`config.mk`:
```
export PLATFORM = sky130hd
export DESIGN_NAME = tmr_receiver
export DESIGN_NICKNAME = d
export VERILOG_FILES = /design/src/logic/tmr_pkg.sv /design/src/logic/tmr_receiver.sv
export SDC_FILE = /design/constraint.sdc
export NUM_CORES = 1
export LEC_CHECK = 0
export ABC_AREA = 1
export BUFFER_PORTS_ARGS = -buffer_cell sky130_fd_sc_hd__buf_2
export CORE_MARGIN = 2
export CORE_UTILIZATION = 30
export CTS_CLUSTER_DIAMETER = 40
export DETAILED_ROUTE_END_ITERATION = 12
export GPL_ROUTABILITY_DRIVEN = 0
export PLACE_DENSITY = 0.57
export SYNTH_ARGS = -nofsm -noshare
export SYNTH_HDL_FRONTEND = slang
export SYNTH_SLANG_ARGS = --single-unit
```
`constraint.sdc`:
```
create_clock -name hclk -period 7.4 [get_ports hclk]
set_input_delay 1.48 -clock hclk [delete_from_list [all_inputs] [get_ports hclk]]
set_output_delay 1.48 -clock hclk [all_outputs]
set_load 0.03 [all_outputs]
```
`src/logic/tmr_pkg.sv`:
```
// Shared constants for the three-lane serial pixel receiver
package tmr_pkg;
   // --------------------------------------------------------------
   // Link geometry
   // --------------------------------------------------------------
   localparam int LANES          = 3;
   localparam int SYM_BITS       = 10;
   localparam int PIX_BITS       = 8;
   localparam int OVERSAMPLE     = 4;
   localparam int PIXEL_CYCLES   = SYM_BITS * OVERSAMPLE;
   localparam int OUT_PIXELS_2X  = 2;
   localparam int STAGGER_NUM    = 1;
   localparam int STAGGER_DEN    = 4;
   localparam int STAGGER_CYCLES = (OUT_PIXELS_2X * PIXEL_CYCLES * STAGGER_NUM) / STAGGER_DEN;
   localparam int TIMER_W        = 8;
   localparam logic [3:0] SYM_LAST = 4'h9;

   // --------------------------------------------------------------
   // Link activity timing, in pixel clock periods
   // --------------------------------------------------------------
   localparam int ACTIVE_WINDOW_PERIODS = 1600;
   localparam int INACTIVE_PERIODS_DEF  = 1000000;

   // --------------------------------------------------------------
   // Control characters, serial order LSB first
   // --------------------------------------------------------------
   localparam logic [9:0] TOKEN_C00 = 10'h354;
   localparam logic [9:0] TOKEN_C01 = 10'h0ab;
   localparam logic [9:0] TOKEN_C10 = 10'h154;
   localparam logic [9:0] TOKEN_C11 = 10'h2ab;

   // --------------------------------------------------------------
   // Pin synchroniser slots and reset values
   // --------------------------------------------------------------
   localparam int IN_BLUE  = 0;
   localparam int IN_GREEN = 1;
   localparam int IN_RED   = 2;
   localparam int IN_LCLK  = 3;
   localparam int IN_PD    = 4;
   localparam int IN_PDO   = 5;
   localparam int IN_PIXS  = 6;
   localparam int IN_OFFSET_OUTPUT_SELECT_N  = 7;
   localparam int IN_COUNT = 8;
   localparam logic [7:0] PIN_RST = 8'hb0;

   // --------------------------------------------------------------
   // Register map (byte addresses) and fields
   // --------------------------------------------------------------
   localparam logic [7:0] REG_CTRL   = 8'h00;
   localparam logic [7:0] REG_STATUS = 8'h04;
   localparam int CTRL_RELOCK      = 0;
   localparam int STAT_ACTIVE      = 0;
   localparam int STAT_DE          = 1;
   localparam int STAT_ALIGNED_LSB = 4;
   localparam logic [31:0] CTRL_RST = 32'h0000_0000;
endpackage

```
`src/logic/tmr_receiver.sv`:
```
// Three-lane serial pixel receiver: oversampling, alignment, decode, output
//
// The register offsets and the AHB-Lite slave port were left to the implementer.
`timescale 1ns/1ps

module tmr_receiver
   import tmr_pkg::*;
#(
   parameter int INACTIVE_PERIODS = INACTIVE_PERIODS_DEF
)(
   input  wire logic        hclk,
   input  wire logic        hresetn,
   input  wire logic        hsel,
   input  wire logic [31:0] haddr,
   input  wire logic [1:0]  htrans,
   input  wire logic        hwrite,
   input  wire logic [2:0]  hsize,
   input  wire logic [31:0] hwdata,
   input  wire logic        hready,
   output logic      [31:0] hrdata,
   output logic             hreadyout,
   output logic             hresp,
   input  wire logic        blue_lane,
   input  wire logic        green_lane,
   input  wire logic        red_lane,
   input  wire logic        link_clock,
   input  wire logic        full_power_down_n,
   input  wire logic        output_driver_off_n,
   input  wire logic        two_pixel_mode,
   input  wire logic        offset_output_select_n,
   output logic      [23:0] even_pixel_bus,
   output logic      [23:0] odd_pixel_bus,
   output logic             display_enable,
   output logic             hsync,
   output logic             vsync,
   output logic      [3:1]  user_control_bits,
   output logic             output_pixel_clock,
   output logic             link_active_flag,
   output logic             data_oe,
   output logic             keep_alive_oe
);

   localparam int CNT_W = $clog2(INACTIVE_PERIODS + 1);

   if (INACTIVE_PERIODS <= ACTIVE_WINDOW_PERIODS || OVERSAMPLE != 4)
   begin : g_bad_param
      $error("tmr_receiver: unsupported parameter values");
   end

   // --------------------------------------------------------------
   // Character helpers
   // --------------------------------------------------------------
   // Returns {is_control, c1, c0}
   function automatic logic [2:0] ctl_class(input logic [9:0] q);
      logic [2:0] r;
      r = 3'h0;
      if (q == TOKEN_C00) r = 3'h4;
      if (q == TOKEN_C01) r = 3'h5;
      if (q == TOKEN_C10) r = 3'h6;
      if (q == TOKEN_C11) r = 3'h7;
      return r;
   endfunction

   function automatic logic [7:0] tmds_decode(input logic [9:0] q);
      logic [7:0] d;
      logic [7:0] r;
      d = q[9] ? ~q[7:0] : q[7:0];
      r[0] = d[0];
      for (int i = 1; i < PIX_BITS; i++)
         r[i] = q[8] ? (d[i] ^ d[i-1]) : ~(d[i] ^ d[i-1]);
      return r;
   endfunction

   // --------------------------------------------------------------
   // Pin synchronisers
   // --------------------------------------------------------------
   logic [IN_COUNT-1:0] pin_raw;
   logic [IN_COUNT-1:0] s1;
   logic [IN_COUNT-1:0] s2;
   logic [IN_COUNT-1:0] s3;
   logic [IN_COUNT-1:0] pin;
   logic [IN_COUNT-1:0] next_pin;

   assign pin_raw = {offset_output_select_n, two_pixel_mode, output_driver_off_n,
                     full_power_down_n, link_clock, red_lane, green_lane, blue_lane};

   // A change is taken only once the second and third stages agree
   always_comb
   begin
      next_pin = (s2 & s3) | (pin & (s2 | s3));
   end

   always_ff @(posedge hclk or negedge hresetn)
   begin
      if (!hresetn)
      begin
         s1  <= PIN_RST;
         s2  <= PIN_RST;
         s3  <= PIN_RST;
         pin <= PIN_RST;
      end
      else
      begin
         s1  <= pin_raw;
         s2  <= s1;
         s3  <= s2;
         pin <= next_pin;
      end
   end

   // --------------------------------------------------------------
   // Register bus slave
   // --------------------------------------------------------------
   logic [31:0] ctrl;
   logic [31:0] next_ctrl;
   logic        wr_pend;
   logic        next_wr_pend;
   logic [7:0]  wr_addr;
   logic [7:0]  next_wr_addr;
   logic [31:0] next_hrdata;
   logic [LANES-1:0] aligned;

   always_comb
   begin
      next_ctrl    = ctrl;
      next_wr_pend = 1'b0;
      next_wr_addr = wr_addr;
      next_hrdata  = hrdata;
      next_ctrl[CTRL_RELOCK] = 1'b0;
      if (wr_pend && wr_addr == REG_CTRL)
         next_ctrl = hwdata;
      if (hsel && hready && htrans[1])
      begin
         next_wr_pend = hwrite;
         next_wr_addr = haddr[7:0];
         next_hrdata  = 32'h0;
         if (!hwrite && haddr[7:0] == REG_CTRL)
            next_hrdata = ctrl;
         else if (!hwrite && haddr[7:0] == REG_STATUS)
         begin
            next_hrdata[STAT_ACTIVE] = link_active_flag;
            next_hrdata[STAT_DE]     = display_enable;
            next_hrdata[STAT_ALIGNED_LSB +: LANES] = aligned;
         end
      end
   end

   always_ff @(posedge hclk or negedge hresetn)
   begin
      if (!hresetn)
      begin
         ctrl      <= CTRL_RST;
         wr_pend   <= 1'b0;
         wr_addr   <= 8'h00;
         hrdata    <= 32'h0;
         hreadyout <= 1'b0;
         hresp     <= 1'b0;
      end
      else
      begin
         ctrl      <= next_ctrl;
         wr_pend   <= next_wr_pend;
         wr_addr   <= next_wr_addr;
         hrdata    <= next_hrdata;
         hreadyout <= 1'b1;
         hresp     <= 1'b0;
      end
   end

   // --------------------------------------------------------------
   // Per-lane bit phase and character lock
   // --------------------------------------------------------------
   logic [1:0]       ph      [LANES];
   logic [1:0]       sel     [LANES];
   logic             prev    [LANES];
   logic [9:0]       sr      [LANES];
   logic [3:0]       bcnt    [LANES];
   logic [9:0]       sym     [LANES];
   logic [LANES-1:0] sym_vld;

   for (genvar l = 0; l < LANES; l++)
   begin : g_lane
      logic [1:0] next_ph;
      logic [1:0] next_sel;
      logic       next_prev;
      logic [9:0] next_sr;
      logic [3:0] next_bcnt;
      logic [9:0] next_sym;
      logic       next_vld;
      logic       next_aligned;
      logic       hunting;
      logic       bit_in;

      always_comb
      begin
         bit_in       = pin[IN_BLUE + l];
         hunting      = !aligned[l] || (!link_active_flag && !display_enable);
         next_ph      = ph[l] + 2'h1;
         next_prev    = bit_in;
         next_sel     = sel[l];
         next_sr      = sr[l];
         next_bcnt    = bcnt[l];
         next_sym     = sym[l];
         next_vld     = 1'b0;
         next_aligned = aligned[l];
         // Centre the sample two phases after the last edge seen
         if (hunting && bit_in != prev[l])
            next_sel = ph[l] + 2'h2;
         if (ph[l] == sel[l])
         begin
            next_sr   = {bit_in, sr[l][9:1]};
            next_bcnt = (bcnt[l] == SYM_LAST) ? 4'h0 : bcnt[l] + 4'h1;
            next_vld  = (bcnt[l] == SYM_LAST) && aligned[l];
            // Blanking tokens are long enough to lock on
            if (hunting && ctl_class(next_sr) != 3'h0)
            begin
               next_bcnt    = 4'h0;
               next_vld     = 1'b1;
               next_aligned = 1'b1;
            end
            next_sym = next_sr;
         end
         if (!pin[IN_PD] || ctrl[CTRL_RELOCK])
         begin
            next_aligned = 1'b0;
            next_vld     = 1'b0;
         end
      end

      always_ff @(posedge hclk or negedge hresetn)
      begin
         if (!hresetn)
         begin
            ph[l]      <= 2'h0;
            sel[l]     <= 2'h2;
            prev[l]    <= 1'b0;
            sr[l]      <= 10'h000;
            bcnt[l]    <= 4'h0;
            sym[l]     <= 10'h000;
            sym_vld[l] <= 1'b0;
            aligned[l] <= 1'b0;
         end
         else
         begin
            ph[l]      <= next_ph;
            sel[l]     <= next_sel;
            prev[l]    <= next_prev;
            sr[l]      <= next_sr;
            bcnt[l]    <= next_bcnt;
            sym[l]     <= next_sym;
            sym_vld[l] <= next_vld;
            aligned[l] <= next_aligned;
         end
      end
   end

   // --------------------------------------------------------------
   // Deskew, decode and output staging
   // --------------------------------------------------------------
   logic [LANES-1:0] pend_vld;
   logic [LANES-1:0] next_pend_vld;
   logic [9:0]       pend    [LANES];
   logic [9:0]       next_pend [LANES];
   logic [9:0]       cur     [LANES];
   logic [2:0]       cls     [LANES];
   logic             fire;
   logic             present;
   logic             de_toggle;
   logic             new_de;
   logic [23:0]      pix;
   logic             odd_slot;
   logic             next_odd_slot;
   logic [23:0]      even_hold;
   logic [23:0]      next_even_hold;
   logic [TIMER_W-1:0] offset_output_select_n_cnt;
   logic [TIMER_W-1:0] next_offset_output_select_n_cnt;
   logic [TIMER_W-1:0] ock_cnt;
   logic [TIMER_W-1:0] next_ock_cnt;
   logic [23:0]      next_even;
   logic [23:0]      next_odd;
   logic             next_de;
   logic             next_hsync;
   logic             next_vsync;
   logic [3:1]       next_ctl;
   logic             next_ock;
   logic             next_data_oe;
   logic             next_keep_oe;

   always_comb
   begin
      // A lane arriving early waits here for the others
      for (int l = 0; l < LANES; l++)
      begin
         cur[l]           = sym_vld[l] ? sym[l] : pend[l];
         cls[l]           = ctl_class(cur[l]);
         next_pend[l]     = cur[l];
      end
      fire          = &(sym_vld | pend_vld);
      next_pend_vld = fire ? '0 : (sym_vld | pend_vld);
      new_de        = !(cls[0][2] || cls[1][2] || cls[2][2]);
      pix           = {tmds_decode(cur[2]), tmds_decode(cur[1]), tmds_decode(cur[0])};
      present       = fire && (!pin[IN_PIXS] || odd_slot);
      de_toggle     = present && new_de != display_enable;
      next_odd_slot = fire ? (pin[IN_PIXS] && !odd_slot) : odd_slot;
      next_even_hold = even_hold;
      next_even     = even_pixel_bus;
      next_odd      = odd_pixel_bus;
      next_de       = display_enable;
      next_hsync    = hsync;
      next_vsync    = vsync;
      next_ctl      = user_control_bits;
      next_offset_output_select_n_cnt = (offset_output_select_n_cnt != '0) ? offset_output_select_n_cnt - 1'b1 : offset_output_select_n_cnt;
      next_ock_cnt  = (ock_cnt != '0) ? ock_cnt - 1'b1 : ock_cnt;
      next_ock      = output_pixel_clock && (ock_cnt > 1);
      if (fire && pin[IN_PIXS] && !odd_slot && new_de)
         next_even_hold = pix;
      if (offset_output_select_n_cnt == 1)
         next_even = even_hold;
      if (present)
      begin
         next_de  = new_de;
         next_ock = 1'b1;
         next_ock_cnt = pin[IN_PIXS] ? TIMER_W'(PIXEL_CYCLES) : TIMER_W'(PIXEL_CYCLES / 2);
         if (new_de)
         begin
            if (!pin[IN_PIXS])
               next_even = pix;
            else
            begin
               next_odd = pix;
               // Quarter-period offset spreads the output switching current
               if (!pin[IN_OFFSET_OUTPUT_SELECT_N])
                  next_offset_output_select_n_cnt = TIMER_W'(STAGGER_CYCLES);
               else
                  next_even = even_hold;
            end
         end
         else
         begin
            next_hsync = cls[0][0];
            next_vsync = cls[0][1];
            next_ctl   = {cls[2][1], cls[2][0], cls[1][1]};
         end
      end
      next_data_oe = pin[IN_PD] && pin[IN_PDO];
      next_keep_oe = pin[IN_PD];
   end

   always_ff @(posedge hclk or negedge hresetn)
   begin
      if (!hresetn)
      begin
         pend_vld           <= '0;
         for (int l = 0; l < LANES; l++)
            pend[l]         <= 10'h000;
         odd_slot           <= 1'b0;
         even_hold          <= 24'h0;
         offset_output_select_n_cnt           <= '0;
         ock_cnt            <= '0;
         even_pixel_bus     <= 24'h0;
         odd_pixel_bus      <= 24'h0;
         display_enable     <= 1'b0;
         hsync              <= 1'b0;
         vsync              <= 1'b0;
         user_control_bits  <= 3'h0;
         output_pixel_clock <= 1'b0;
         data_oe            <= 1'b0;
         keep_alive_oe      <= 1'b0;
      end
      else
      begin
         pend_vld           <= next_pend_vld;
         for (int l = 0; l < LANES; l++)
            pend[l]         <= next_pend[l];
         odd_slot           <= next_odd_slot;
         even_hold          <= next_even_hold;
         offset_output_select_n_cnt           <= next_offset_output_select_n_cnt;
         ock_cnt            <= next_ock_cnt;
         even_pixel_bus     <= next_even;
         odd_pixel_bus      <= next_odd;
         display_enable     <= next_de;
         hsync              <= next_hsync;
         vsync              <= next_vsync;
         user_control_bits  <= next_ctl;
         output_pixel_clock <= next_ock;
         data_oe            <= next_data_oe;
         keep_alive_oe      <= next_keep_oe;
      end
   end

   // --------------------------------------------------------------
   // Link activity detection
   // --------------------------------------------------------------
   logic             lclk_prev;
   logic             next_active;
   logic             seen_edge;
   logic             next_seen_edge;
   logic [CNT_W-1:0] per_cnt;
   logic [CNT_W-1:0] next_per_cnt;

   always_comb
   begin
      next_active    = link_active_flag;
      next_seen_edge = seen_edge;
      next_per_cnt   = per_cnt;
      // Powered-down core ignores the link entirely
      if (pin[IN_PD])
      begin
         if (de_toggle)
         begin
            if (seen_edge && per_cnt < CNT_W'(ACTIVE_WINDOW_PERIODS))
               next_active = 1'b1;
            next_seen_edge = 1'b1;
            next_per_cnt   = '0;
         end
         else if (pin[IN_LCLK] && !lclk_prev)
         begin
            if (per_cnt < CNT_W'(INACTIVE_PERIODS))
               next_per_cnt = per_cnt + 1'b1;
            if (per_cnt >= CNT_W'(INACTIVE_PERIODS - 1))
               next_active = 1'b0;
            if (per_cnt >= CNT_W'(ACTIVE_WINDOW_PERIODS - 1) && !link_active_flag)
               next_seen_edge = 1'b0;
         end
      end
   end

   always_ff @(posedge hclk or negedge hresetn)
   begin
      if (!hresetn)
      begin
         lclk_prev        <= 1'b0;
         link_active_flag <= 1'b0;
         seen_edge        <= 1'b0;
         per_cnt          <= '0;
      end
      else
      begin
         lclk_prev        <= pin[IN_LCLK];
         link_active_flag <= next_active;
         seen_edge        <= next_seen_edge;
         per_cnt          <= next_per_cnt;
      end
   end

endmodule

```
After elaboration in Yosys (flattened, before gate mapping)
Index checks and enable logic that the tools add are counted.

Flip-flop bits (word level): 323. Bits of input ports: 82. Word-level logic and storage cells: 339.

$add $sub $neg: 12. Order comparisons: 5. Eq/ne operators: 37. Multiplexer cells: 111. Bitwise logic cells: 51. Reductions and logical operators: 71.

Operator list (count): == test 10 bit, second input constant (12); two-way mux 24 bit (5); two-way mux 3 bit (30); two-way mux 8 bit (10); == test 10 x 8 -> 1 bit, second input constant (6); == test 10 x 9 -> 1 bit, second input constant (6); two-way mux 20 bit (3); two-way mux 1 bit (49); two-way mux 10 bit (3); logical AND 1 bit (26); two-way mux 25 bit (1); two-way mux 4 bit (6); inverter 8 bit (3); inverter 1 bit (22); nonzero test 2 bit (11); XOR 1 bit (21); adder 20 x 1 -> 20 bit, second input constant (1); greater-or-equal comparator 20 x 11 -> 1 bit, second input constant (1); greater-or-equal comparator 20 bit, second input constant (1); < comparator 20 x 11 -> 1 bit, second input constant (1); < comparator 20 bit, second input constant (1); AND 8 bit (2); logical NOT 8 bit (2); bitwise OR 8 bit (2); other kinds (21) (62).

Logic depth before layout (Yosys ltp)
Word-level depth: 13. Depth in mapped cells: 20.

Least setup slack after synthesis
Ideal clock, no wire load.

Kind: in2reg. From: input port haddr[6]. To: register hrdata[4]. Setup time: 0.083 ns. Data arrival time: 2.424 ns. Required time: 7.317 ns. Path slack: 4.893 ns. Stages: 8. Path buffers: 1. Cells stage by stage: inv_1 nand4_1 nor3_1 nand3_1 clkbuf_1 o22ai_1 inv_1 o21ai_0.

Longest elaborated chain between the ends: 4. Elaborated cells on any way between the ends: 6. Those cells by class: eq/ne (1); mux (2); reduce/logical (3).

Ends and longest elaborated chain: start: declaration (RTL line tmr_receiver.sv:14) `input wire logic [31:0] haddr,`; == test 8 x 3 -> 1 bit (RTL line tmr_receiver.sv:139) `else if (!hwrite && haddr[7:0] == REG_STATUS)`; logical AND 1 bit (RTL line tmr_receiver.sv:139); two-way mux 3 bit (RTL line tmr_receiver.sv:139); two-way mux 3 bit (*) (RTL line tmr_receiver.sv:137) `if (!hwrite && haddr[7:0] == REG_CTRL)`; end signal: assignment (RTL line tmr_receiver.sv:164) `hrdata <= next_hrdata;`; end: declaration (RTL line tmr_receiver.sv:20) `output logic [31:0] hrdata,`.

Every way passes the cells marked *; elsewhere a longest branch is shown, timed or not. A chain may end at the register's enable or synchronous reset.

==> results.md <==
- The run finished with clean final reports.
- Dividing the detail-routed via count by the number of cells gives 4.521.
- The number of hold violations in the final report is 0.
- The H-tree was split into 2 levels.
- IR analysis of the VDD net gives a maximum drop of 0.0001711 V.
- The period utilization is 57.06%.
- The data arrival time of the worst path is 4.68 ns.
- The routed wirelength normalized by instance count is 13.60 um.
- The number of nets produced by synthesis is 1,754.
- The path with the worst hold slack has its endpoint at s2[1].
- The pin count of the biggest net entering global routing is 160.
- The critical path is of the reg -> reg type.
- met2 is the most crowded layer.
- The floorplan has 81 rows.
- The number of sinks handled by clock tree synthesis is 323.
- The final total negative setup slack is 0 ns.
- The tree is rooted in a clkbuf_16.
- The final wirelength is 33,790 um.
- The via count of the first global-routing pass is 11,080.
- The detailed-route via count is 11,240.
- The maximum clock path buffer count is 3.
- Setup repair after global routing left no endpoint under its margin.
- The post-detailed-placement half-perimeter wirelength is 22,790 um.
- The path category of the worst min-delay check is reg -> reg.
- The largest fanout on the critical path is 29.
- At the pin with the least slew margin, the transition time is 0.9200 ns.
- The number of enable-type register cells in the synthesized netlist is 0.
- Power spread over the standard cell area amounts to 318.2 nW/um2.
- Post-CTS timing repair inserted 0 buffers for setup.
- The number of hold buffers added after CTS was 0.
- The number of endpoints failing setup at the final stage is 0.
- The total of warnings raised by yosys is 0.
- The synthesized design contains 323 register bits.
- The number of instances in the synthesized netlist is 1,637.
- The number of antenna violations at the first check in global routing is 2.
- The worst register-to-register path begins at sym_vld[1].
- The proportion of layout cells with a drive suffix above 1 is 16.54%.
- The clock period could shrink to 4.222 ns.
- The violation count after the first detailed-route iteration is 772.
- The leakage dissipation is 0.008837 uW.
- The cell count of the worst hold path is 0.
- After synthesis, the share of flip-flops with an asynchronous set or reset is 100.0%.
- Of the post-synthesis cell area, the dominant cell type holds 52.07%.
- Counting cells, the worst reg-to-reg path comes to 17.
- The commonest non-fill, non-tap cell in the layout is nand2_1.
- The worst clock skew is 0.01869 ns.
- The worst setup path is launched from a flip-flop.
- At the later pin of the worst-skew pair, clock insertion delay measures 0.57 ns.
- The area enclosed by the die boundary is 51,130 um2.
- The cell area that synthesis handed to floorplanning was 14,800 um2.
- The total of cells resized after clock tree synthesis is 0.
- The initial core utilization is 30.30%.
- In this run the most critical hold path is launched from s1[1].
- The count of input and output buffers is 144.
- For this run, global-route usage on met3 was measured as 3.942%.
- The total number of nets in the final design is 1,896.
- The number of slew-limit violations in the final report is 0.
- The floorplan die height is 226.1 um.
- The first detailed-routing pass took 5 iterations.
- Global routing consumed, on the met2 layer, 20.72% of the routing resources.
- The detail route stage leaves a number of antenna-violating nets equal to 0.
- In this run, distinct cell masters in the synthesized netlist total 49.
- The most instantiated flip-flop cell in the synthesis netlist is dfrtp_1.
- TritonCTS built the clock tree.
- The required time of the critical path is 7.85 ns.
- TritonCTS created 50 clock buffers.
- In this run the count of I/O pins placed on the die edge is 174.
- The maximum clock frequency is 236.8 MHz.
- The flop-to-flop setup slack is 3.18 ns.
- The synthesis-to-layout area growth is 20.98%.
- In the routed design, unresolved DRC markers number 0.
- The timing startpoint of the critical path is sym_vld[1].
- The reg-to-reg critical path endpoint is offset_output_select_n_cnt[1].
- In the post-synthesis netlist, the biggest area contributors are dfrtp_1 (52%), nand2_1 (10%), o21ai_0 (6.5%), inv_1 (4.8%), xor2_1 (3.3%).
- The cell taking the most area after synthesis is dfrtp_1.
- The first global-routing pass estimated 56,900 um of wire.
- The met1 track utilization from global routing is 18.79%.
- After clock tree synthesis, the clock-pin slew on the worst setup and hold paths is 0.06 ns.
- In the layout the commonest cells are nand2_1 (398), dfrtp_1 (308), o21ai_0 (192).
- The global-route usage over all layers is 13.61%.
- The worst hold-check slack is 0.3396 ns.
- The placeable core region is 48,850 um2.
- The leftover overflow at the end of global routing is 0.
- The number of maximum-capacitance violations is 0.
- The worst setup path is captured at a flip-flop.
- The share of synthesized area occupied by flip-flops and latches is 54.73%.
- The max-slew headroom at the worst pin is 38.67%.
- Fill cells in the final layout number 5,013.
- The post-synthesis area per instance is 9.042 um2.
- Measured along the x axis, the die boundary spans 226.1 um.
## cell type report
class | instances | area, um2 | area share (%)
Multi-Input combinational cell | 1050 | 5597 | 31.25
Clock buffer | 63 | 1361 | 7.602
Sequential cell | 323 | 8102 | 45.24
Inverter | 203 | 772.0 | 4.311
Clock inverter | 30 | 446.7 | 2.494
Timing Repair Buffer | 151 | 795.8 | 4.444
Antenna cell | 1 | 2.502 | 0.01397
Tap cell | 664 | 830.8 | 4.639
## routing by layer
layer / part of all wire (%) / routed length, um / vias up
li1: - / - / 5576
met1: 47 / 15960 / 5343
met2: 44 / 14760 / 259
met3: 7.0 / 2380 / 55
met4: 2.0 / 682 / 2
met5: 0.033 / 11 / -
## cells by family after synthesis
| group | Yosys count | synth area share (%) |
|---|---|---|
| and+or+nand+nor | 617 | 18.05 |
| DFF | 323 | 54.73 |
| AOI/OAI and AO/OA | 312 | 11.60 |
| buffers and inverters | 264 | 7.540 |
| xor gates and xnor gates | 74 | 4.379 |
| adders and majority gates | 43 | 3.500 |
| other | 2 | 0.05074 |
| muxes | 2 | 0.1521 |
## cell usage after synthesis (3+ instances only)
cell      number
nor2_4         4
o21ai_1       41
nand3b_1       5
maj3_1         8
o21a_1         9
o22ai_1       16
or2_2          4
buf_6         10
o31ai_1       27
nand2_1      398
nand4_1       15
inv_1        190
a22oi_1        6
o211ai_1       3
nand3_1       56
a21oi_1       10
inv_2          8
xor2_1        55
buf_2          8
inv_4          4
dfrtp_1      308
nor4_1         8
clkbuf_1      38
nand2_2       13
xnor2_1       19
nand2_4        6
ha_1          35
o21ai_0      192
nor3_1        21
nor2_1        79
dfstp_2       15
## where the power goes
part	internal, uW	switching (uW)
combinational	318	625
sequential	2050	181
clock	1640	884
total	4010	1690
## worst max-delay path by stage
| stage | end |
|---|---|
| detailed placement | offset_output_select_n_cnt[1] |
| finish | offset_output_select_n_cnt[1] |
| CTS | offset_output_select_n_cnt[1] |
| global route | offset_output_select_n_cnt[0] |
| floorplan | hrdata[4] |
| global placement | offset_output_select_n_cnt[0] |
## critical path, cell delays in order (launching register included)
cell	delay (ns)
dfrtp_1	0.57
inv_4	0.15
or2_2	0.31
o21ai_0	0.18
inv_1	0.12
ha_1	0.22
nand2_1	0.06
nor2_1	0.05
nand2_1	0.07
nand2_2	0.08
nor2_4	0.10
nand2_4	0.09
nor2_4	0.47
inv_2	0.36
nor2_4	0.66
nand2_1	0.37
o211ai_1	0.18
inv_1	0.05
## registers in the layout (all words and copies together), names as in the netlist, 12 cells and up
register        cells
ctrl               32
sym                30
odd_pixel_bus      24
even_hold          24
per_cnt            20
even_pixel_bus     24
pend               30
hrdata             32
bcnt               12
## stage by stage
step	setup slack [ns]	instance area (um2)	utilization, %	std cells	power, uW
6_report	3.178	17910	36.66	2485	5698
5_1_grt	2.733	17900	36.65	2484	6023
3_5_place_dp	3.077	16100	32.95	2391	3211
4_1_cts	3.078	17900	36.65	2484	5775
3_3_place_gp	3.141	16100	32.95	2391	3174
2_1_floorplan	4.893	14800	-	1637	2906
(Power assumes the default switching activity.)
